`src/hdl/pmar_pkg.sv`:
```
// Package: register map, reset values and frame layout of the power mode and alarm slice
package pmar_pkg;

    // ----------------------------------------------------------------
    // Register offsets on the serial register port
    // ----------------------------------------------------------------
    localparam logic [14:0] PMAR_ADDR_MODE_B = 15'h029A;
    localparam logic [14:0] PMAR_ADDR_MODE_C = 15'h029B;
    localparam logic [14:0] PMAR_ADDR_MODE_D = 15'h029C;
    localparam logic [14:0] PMAR_ADDR_SUMMARY = 15'h02C0;
    localparam logic [14:0] PMAR_ADDR_FLAGS = 15'h02C1;
    localparam logic [14:0] PMAR_ADDR_MASK = 15'h02C2;

    // ----------------------------------------------------------------
    // Operating point encodings and reset values
    // ----------------------------------------------------------------
    localparam logic [7:0] PMAR_CODE_B_LOW = 8'h06;
    localparam logic [7:0] PMAR_CODE_B_HIGH = 8'h0F;
    localparam logic [7:0] PMAR_CODE_C_LOW = 8'h00;
    localparam logic [7:0] PMAR_CODE_C_HIGH = 8'h04;
    localparam logic [7:0] PMAR_CODE_D_LOW = 8'h14;
    localparam logic [7:0] PMAR_CODE_D_HIGH = 8'h1B;
    localparam logic [7:0] PMAR_RST_MODE_B = PMAR_CODE_B_HIGH;
    localparam logic [7:0] PMAR_RST_MODE_C = PMAR_CODE_C_HIGH;
    localparam logic [7:0] PMAR_RST_MODE_D = PMAR_CODE_D_HIGH;

    // ----------------------------------------------------------------
    // Alarm flag positions and reset values
    // ----------------------------------------------------------------
    localparam int PMAR_BIT_CLKDIV = 0;
    localparam int PMAR_BIT_RSVD = 1;
    localparam int PMAR_BIT_REALIGN = 2;
    localparam int PMAR_BIT_LINK = 3;
    localparam int PMAR_BIT_PLL = 4;
    localparam int PMAR_BIT_FIFO = 5;
    localparam int PMAR_ALARM_BITS = 6;
    localparam logic [5:0] PMAR_RST_FLAGS = 6'h3F;
    localparam logic [5:0] PMAR_RST_MASK = 6'h3F;

    // ----------------------------------------------------------------
    // Serial frame layout: read bit, 15-bit address, 8-bit data
    // ----------------------------------------------------------------
    localparam logic [4:0] PMAR_HDR_BITS = 5'h10;
    localparam logic [4:0] PMAR_FRAME_BITS = 5'h18;

endpackage

```
`src/hdl/pmar_serial_port.sv`:
```
// Serial register port: frame decode, write strobe and read data shifter
`timescale 1ns/1ps
module pmar_serial_port
    import pmar_pkg::*;
(
    input wire logic clk, // System clock
    input wire logic reset, // Async reset, high
    input wire logic port_sclk, // Serial clock, sampled
    input wire logic port_sel_n, // Frame select, low active
    input wire logic port_sdi, // Serial data in
    output logic port_sdo, // Serial data out
    output logic port_sdo_oe, // High while driving data out
    output logic [14:0] reg_addr, // Address of current frame
    output logic reg_wr, // One-cycle write strobe
    output logic [7:0] reg_wdata, // Write data
    input wire logic [7:0] reg_rdata // Read data for reg_addr
);

    logic sclk_q, sclk_d;
    logic [4:0] cnt_q, cnt_d;
    logic [22:0] shift_q, shift_d;
    logic [15:0] hdr_q, hdr_d;
    logic [7:0] out_q, out_d;
    logic oe_q, oe_d;
    logic wr_q, wr_d;
    logic [7:0] wdata_q, wdata_d;
    logic rise, fall;

    // ----------------------------------------------------------------
    // Frame engine
    // ----------------------------------------------------------------
    // Edges come from the sampled serial clock, so sclk must stay well below clk/4
    always_comb begin
        rise = port_sclk & ~sclk_q;
        fall = ~port_sclk & sclk_q;
        sclk_d = port_sclk;
        cnt_d = cnt_q;
        shift_d = shift_q;
        hdr_d = hdr_q;
        out_d = out_q;
        oe_d = oe_q;
        wr_d = 1'b0;
        wdata_d = wdata_q;
        if (port_sel_n) begin
            cnt_d = 5'h00;
            oe_d = 1'b0;
        end else begin
            if (rise && cnt_q < PMAR_FRAME_BITS) begin
                shift_d = {shift_q[21:0], port_sdi};
                cnt_d = cnt_q + 5'h01;
                if (cnt_q == PMAR_HDR_BITS - 5'h01) begin
                    hdr_d = {shift_q[14:0], port_sdi};
                end
                if (cnt_q == PMAR_FRAME_BITS - 5'h01 && !hdr_q[15]) begin
                    wr_d = 1'b1;
                    wdata_d = {shift_q[6:0], port_sdi};
                end
            end
            // Read data is launched on falling edges so the master samples it on rising ones
            if (fall && hdr_q[15] && cnt_q == PMAR_HDR_BITS) begin
                out_d = reg_rdata;
                oe_d = 1'b1;
            end else if (fall && oe_q) begin
                out_d = {out_q[6:0], 1'b0};
            end
        end
    end

    always_ff @(posedge clk or posedge reset) begin
        if (reset) begin
            sclk_q <= 1'b0;
            cnt_q <= 5'h00;
            shift_q <= 23'h0;
            hdr_q <= 16'h0000;
            out_q <= 8'h00;
            oe_q <= 1'b0;
            wr_q <= 1'b0;
            wdata_q <= 8'h00;
        end else begin
            sclk_q <= sclk_d;
            cnt_q <= cnt_d;
            shift_q <= shift_d;
            hdr_q <= hdr_d;
            out_q <= out_d;
            oe_q <= oe_d;
            wr_q <= wr_d;
            wdata_q <= wdata_d;
        end
    end

    assign port_sdo = out_q[7];
    assign port_sdo_oe = oe_q;
    assign reg_addr = hdr_q[14:0];
    assign reg_wr = wr_q;
    assign reg_wdata = wdata_q;

endmodule

```
`src/hdl/pmar_regs.sv`:
```
// Power mode selection registers and alarm aggregation, top level
`timescale 1ns/1ps
// How it works
// - Mode register b holds 0x06 low power, 0x0F high performance; resets 0x0F.
// - Mode register c holds 0x00 low power, 0x04 high performance; resets 0x04.
// - Mode register d holds 0x14 low power, 0x1B high performance; resets 0x1B.
// - Summary bit 0 reads 1 when any flag is set and unmasked.
// - A select input routes the summary onto the status output pin.
// - Flags reset to 0x3F and clear only by writing ones.
// - Flag 5 sets on any lane FIFO overflow or underflow; write 1 clears.
// - Flag 4 sets while the serializer PLL is unlocked; write 1 clears.
// - Flag 3: link enabled but not transferring; 64b/66b: start-up or realignment.
// - Flag 2 sets whenever the reference input realigns the internal clocks.
// - Mask register mirrors flag positions and resets to 0x3F.
module pmar_regs
    import pmar_pkg::*;
(
    input wire logic clk, // 100 MHz system clock
    input wire logic reset, // Async reset, high
    input wire logic port_sclk, // Serial port clock
    input wire logic port_sel_n, // Serial port select, low active
    input wire logic port_sdi, // Serial port data in
    output logic port_sdo, // Serial port data out
    output logic port_sdo_oe, // Data out enable
    input wire logic serial_link_enable, // Link enabled
    input wire logic link_data_state, // Link in data transfer state
    input wire logic link_mode_64b66b, // Link runs 64b/66b coding
    input wire logic link_realign, // Pulse: FIFO or serializer realignment
    input wire logic lane_fifo_error, // Any active lane FIFO over/underflow
    input wire logic serializer_pll_locked, // Serializer PLL lock
    input wire logic sysref_realign, // Pulse: reference realigned clocks
    input wire logic clock_divider_mismatch, // Channel clock dividers disagree
    input wire logic status_pin_select_alarm, // Route summary to status pin
    input wire logic calibration_status, // Normal status pin source
    output logic status_output_pin, // Status output pin
    output logic [7:0] operating_point_code_b, // Mode b code
    output logic [7:0] operating_point_code_c, // Mode c code
    output logic [7:0] operating_point_code_d // Mode d code
);

    logic [14:0] reg_addr;
    logic reg_wr;
    logic [7:0] reg_wdata;
    logic [7:0] reg_rdata;
    logic [7:0] mode_b_q, mode_b_d, mode_c_q, mode_c_d, mode_d_q, mode_d_d;
    logic [5:0] flags_q, flags_d, mask_q, mask_d, flag_set;
    logic link_en_q, link_en_d;
    logic pin_q, pin_d;
    logic summary_w;

    // Write strobe aimed at one register
    function automatic logic hit(input logic wr, input logic [14:0] a, input logic [14:0] r);
        return wr && (a == r);
    endfunction

    // ----------------------------------------------------------------
    // Serial register port
    // ----------------------------------------------------------------
    pmar_serial_port u_port (
        .clk(clk),
        .reset(reset),
        .port_sclk(port_sclk),
        .port_sel_n(port_sel_n),
        .port_sdi(port_sdi),
        .port_sdo(port_sdo),
        .port_sdo_oe(port_sdo_oe),
        .reg_addr(reg_addr),
        .reg_wr(reg_wr),
        .reg_wdata(reg_wdata),
        .reg_rdata(reg_rdata)
    );

    // ----------------------------------------------------------------
    // Operating point registers
    // ----------------------------------------------------------------
    // Any byte is stored; keeping to the legal codes is left to software
    always_comb begin
        mode_b_d = hit(reg_wr, reg_addr, PMAR_ADDR_MODE_B) ? reg_wdata : mode_b_q;
        mode_c_d = hit(reg_wr, reg_addr, PMAR_ADDR_MODE_C) ? reg_wdata : mode_c_q;
        mode_d_d = hit(reg_wr, reg_addr, PMAR_ADDR_MODE_D) ? reg_wdata : mode_d_q;
    end

    always_ff @(posedge clk or posedge reset) begin
        if (reset) begin
            mode_b_q <= PMAR_RST_MODE_B;
            mode_c_q <= PMAR_RST_MODE_C;
            mode_d_q <= PMAR_RST_MODE_D;
        end else begin
            mode_b_q <= mode_b_d;
            mode_c_q <= mode_c_d;
            mode_d_q <= mode_d_d;
        end
    end

    assign operating_point_code_b = mode_b_q;
    assign operating_point_code_c = mode_c_q;
    assign operating_point_code_d = mode_d_q;

    // ----------------------------------------------------------------
    // Alarm sources
    // ----------------------------------------------------------------
    // Start-up of a 64b/66b link is the rising edge of the link enable
    always_comb begin
        link_en_d = serial_link_enable;
        flag_set = '0;
        flag_set[PMAR_BIT_CLKDIV] = clock_divider_mismatch;
        flag_set[PMAR_BIT_REALIGN] = sysref_realign;
        flag_set[PMAR_BIT_PLL] = ~serializer_pll_locked;
        flag_set[PMAR_BIT_FIFO] = lane_fifo_error;
        if (link_mode_64b66b) begin
            flag_set[PMAR_BIT_LINK] = (serial_link_enable & ~link_en_q) | link_realign;
        end else begin
            flag_set[PMAR_BIT_LINK] = serial_link_enable & ~link_data_state;
        end
    end

    // ----------------------------------------------------------------
    // Flags, mask and summary
    // ----------------------------------------------------------------
    // Set beats clear so an event in the clearing cycle is never lost
    always_comb begin
        flags_d = flags_q;
        mask_d = mask_q;
        if (hit(reg_wr, reg_addr, PMAR_ADDR_FLAGS)) begin
            flags_d = flags_q & ~reg_wdata[5:0];
        end
        flags_d = flags_d | flag_set;
        if (hit(reg_wr, reg_addr, PMAR_ADDR_MASK)) begin
            mask_d = reg_wdata[5:0];
        end
        summary_w = |(flags_q & ~mask_q);
        pin_d = status_pin_select_alarm ? summary_w : calibration_status;
    end

    always_ff @(posedge clk or posedge reset) begin
        if (reset) begin
            flags_q <= PMAR_RST_FLAGS;
            mask_q <= PMAR_RST_MASK;
            link_en_q <= 1'b0;
            pin_q <= 1'b0;
        end else begin
            flags_q <= flags_d;
            mask_q <= mask_d;
            link_en_q <= link_en_d;
            pin_q <= pin_d;
        end
    end

    assign status_output_pin = pin_q;

    // ----------------------------------------------------------------
    // Read multiplexer
    // ----------------------------------------------------------------
    // Unmapped addresses and flag and mask bits 7:6 read as zero; reserved flag bit 1 reads as stored
    always_comb begin
        unique case (reg_addr)
            PMAR_ADDR_MODE_B: reg_rdata = mode_b_q;
            PMAR_ADDR_MODE_C: reg_rdata = mode_c_q;
            PMAR_ADDR_MODE_D: reg_rdata = mode_d_q;
            PMAR_ADDR_SUMMARY: reg_rdata = {7'h00, summary_w};
            PMAR_ADDR_FLAGS: reg_rdata = {2'h0, flags_q};
            PMAR_ADDR_MASK: reg_rdata = {2'h0, mask_q};
            default: reg_rdata = 8'h00;
        endcase
    end
endmodule

```
`config.mk`:
```
export PLATFORM = sky130hd
export DESIGN_NAME = pmar_regs
export DESIGN_NICKNAME = d
export VERILOG_FILES = /design/src/hdl/pmar_pkg.sv /design/src/hdl/pmar_serial_port.sv /design/src/hdl/pmar_regs.sv
export SDC_FILE = /design/constraint.sdc
export NUM_CORES = 1
export LEC_CHECK = 0
export BUFFER_PORTS_ARGS = -buffer_cell sky130_fd_sc_hd__buf_4
export CAP_MARGIN = 10
export CORE_ASPECT_RATIO = 0.75
export CORE_MARGIN = 4
export CORE_UTILIZATION = 33
export DETAILED_ROUTE_END_ITERATION = 16
export MAX_ROUTING_LAYER = met4
export PLACE_DENSITY = 0.61
export SYNTH_ARGS = -nofsm -noshare
export SYNTH_HDL_FRONTEND = slang
export SYNTH_SLANG_ARGS = --single-unit
export TNS_END_PERCENT = 30
```
`constraint.sdc`:
```
create_clock -name clk -period 3.8 [get_ports clk]
set_clock_uncertainty 0.15 [all_clocks]
set_input_delay 0.19 -clock clk [delete_from_list [all_inputs] [get_ports clk]]
set_output_delay 0.19 -clock clk [all_outputs]
set_load 0.02 [all_outputs]
```
==> results.md <==
- Layout cell share with drive strength beyond 1: 0.4175
- Worst slew margin relative to its limit: 0.4083
- GRT Util Overall: 0.1419
- Achievable frequency: 332.2 MHz
- Period minus WS final: 3.010 ns
- Status: complete, no violations
- Dominant cell type by area after synthesis: dfrtp_1
- Worst VDD drop: 0.2493 mV
- Vias in the first global route: 2797
- Final antenna-violating net count: 0
- Sequential share of the synthesized area: 0.5661
- First-pass GRT wire length: ~15000 microns
- Worst slew pin tran: approximately 0.9 ns
- Worst-case clock buffer depth: 2
- Synth async-reset ratio: 1.000
- Setup CP Type: flip-flop to flip-flop
- Drt pass-1 iters: 4
- YS warnings: 0
- Clk root buf: clkbuf_16
- Worst r2r src: u_port.hdr_q[0]
- Final Net Count: 401
- Clk sink count: 93
- FP Rows: 35
- CP startpoint kind: flip-flop
- Design Power: slightly above 0.002 W
- Worst-path clk slew: around 0.070 ns
- Drt total wl: 9310 microns
- DR vias/cell: a little under 5
- Area delta synth->final: 22.24%
- CP cell instances: nor2b_1, and4_1, a21oi_1, a221o_1, dlygate4sd3_1
- Die width: 137.6 microns
- Pin count of the biggest net entering global routing: 47
- Predominant post-synthesis flop cell: dfrtp_1
- Gp weighted congestion: between 0.7 and 0.8
- Initial antenna violation count: 0
- Required @ worst endpoint: between 3 and 4 ns
- Die height: approximately 110 microns
- Mapped Nets: about 340
- DRC viols: 0
- Die ar.: 0.01448 sq mm
- Final period util: 0.7921
- Synthesized area per cell: approximately 13 sq um
- Final Util: 0.4130
- P_leak: 2.334 nW
- Total grt overflow: 0
- Hold crit path type: flip-flop to flip-flop
- Post-CTS Setup Inserts: 0
- Dominant cells by area after synthesis: dfrtp_1 43%, mux2_2 17%, dfstp_2 13%
- Antenna Cells: 0
- Core Box Area: 0.01231 sq mm
- RSZ-0062 raised after global routing: false
- Max-cap viol count: 0
- Post-synth cell types: 51
- H-tree levels: 3
- Final setup violation count: 0
- Setup_tns: 0 ns
- Number of synthesized flops with an enable pin: 0
- Vias: 2724
- Worst Setup End Kind: flip-flop
- Critical Path Fanout Max: 16
- Worst Hold Launch: flags_q[1]
- Post-synthesis cell area: 0.004158 sq mm
- Detailed placement HPWL: around 6700 microns
- Yosys top cell area share: 0.4333
- Initial DRC Count: 146
- Clk_lat worst skew: roughly 0.34 ns
- Num CTS Buffers: 9
- Port-buffer cells: 41
- Worst path slowest cell: dfrtp_1
- Mapped Cells: 323
- Top delay family on crit path: simple AND/OR/NAND/NOR gates
- Ports: 42
- Synth Register Bits: 93
- Max-slew violations: 0
- Crit path largest cell delay: 0.87 ns
- Pwr Density: 402.0 mW/mm^2
- Crit path from: u_port.hdr_q[0]
- Worst path bufs/invs: 1
- Final Hold Viols: 0
- Initial Utilization: 0.3379
- Routed length per instance: between 15 and 20 microns
- WP data arrival: roughly 3.1 ns
- CTS tree: built
per-layer routing:
layer | vias up | wire length, microns | track usage
met5 | - | 0 | -
met4 | 0 | 131 | 0.04274
met2 | 52 | 4061 | 0.1939
met1 | 1377 | 4529 | 0.2063
met3 | 12 | 588 | 0.03721
li1 | 1283 | - | -
report_power, final:
part / internal, W / leakage (nW) / switching, W / total, W
registers: 0.00104 / 1.20 / 0.0000442 / 0.00108
clock network: 0.000466 / 0.140 / 0.000386 / 0.000852
logic: 0.0000612 / 0.993 / 0.0000475 / 0.000109
sequential cells by signal, summed over array words and instances, names as in the netlist, 6 cells and up:
register,flops
operating_point_code_d,8
mask_q,6
u_port.reg_wdata,8
operating_point_code_c,8
operating_point_code_b,8
u_port.shift_q,15
u_port.out_q,8
flags_q,6
u_port.hdr_q,16
repair_timing:
item / 4_1_cts / 5_1_grt
resized for setup: 0 / 0
hold buffers: 13 / 0
endpoints found under the hold margin: 57 / 0
worst min-delay path, cell delays in order (launching register included):
cell and delay [ns]:
dfstp_2 0.37, inv_1 0.08, a21oi_1 0.05
synth_stat cells, drive strengths merged, types with 2 or more instances:
cell type / number
a21o: 3
nand3b: 2
a21oi: 12
nor4: 2
o22a: 2
nand4: 3
nor3b: 2
mux2: 70
nor3: 2
buf: 5
nand2: 15
a22oi: 10
a211oi: 2
or4: 2
nor2b: 6
ha: 3
and4: 2
inv: 15
nand2b: 2
xor2: 2
o21ai: 14
dfstp: 21
nor2: 20
dfrtp: 72
o22ai: 3
mux2i: 10
clkbuf: 6
worst paths after layout:
check | end | slack (ns) | cells after the start
min in group asynchronous | operating_point_code_b[7] | 0.38 | 3
hold / removal | flags_q[1] | 0.35 | 2
max in group asynchronous | mask_q[1] | 2.26 | 4
setup reg to reg | flags_q[3] | 0.79 | 5
setup / recovery | flags_q[3] | 0.79 | 5
hold reg to reg | flags_q[1] | 0.35 | 2
cell type report:
cell class	instances	area (sq um)
clock buffer	10	239.0
sequential	93	2354
multi-input combinational	204	1695
timing repair buffer	60	483.0
inverter	15	57.56
tap	166	207.7
fill	1154	7223
clock inverter	6	46.29
kinds of logic after synthesis:
family | after synthesis | share of synthesized area
buffers and inverters | 26 | 0.02618
adders and majority gates | 3 | 0.009029
xor gates and xnor gates | 3 | 0.006321
muxes | 80 | 0.2209
and+or+nand+nor | 65 | 0.08968
DFF | 93 | 0.5661
AOI/OAI and AO/OA | 53 | 0.08185
through the flow:
| step | setup slack, ns | hold slack, ns | cells | cell area [sq um] |
|---|---|---|---|---|
| floorplan | 1.074 | 0.07143 | 323 | 4158 |
| global placement | 1.115 | 0.1593 | 525 | 4667 |
| detailed placement | 1.020 | 0.1681 | 525 | 4667 |
| CTS | 0.7983 | 0.3416 | 554 | 5082 |
| global route | 0.6742 | 0.3474 | 554 | 5082 |
| finish | 0.7900 | 0.3520 | 554 | 5082 |
layout by cell type (no fill, tap or decap), types with 2 or more instances in the layout:
cell	instances
clkinv_2	3
o21ai_0	13
dlygate4sd3_1	13
dfstp_2	21
nor2_1	20
dfrtp_1	72
nor2b_1	6
buf_4	47
o22a_1	2
nand4_1	2
nand2_1	14
a211oi_1	2
and4_1	2
nand3b_1	2
clkinv_4	2
mux2_2	62
mux2i_1	10
nand2b_1	2
o22ai_1	3
xor2_1	2
a22oi_1	10
clkbuf_16	9
nor3b_1	2
a21oi_1	12
ha_1	3
a21o_1	3
inv_1	14
mux2_4	8
No activity file was read; power rests on OpenSTA's default activity.
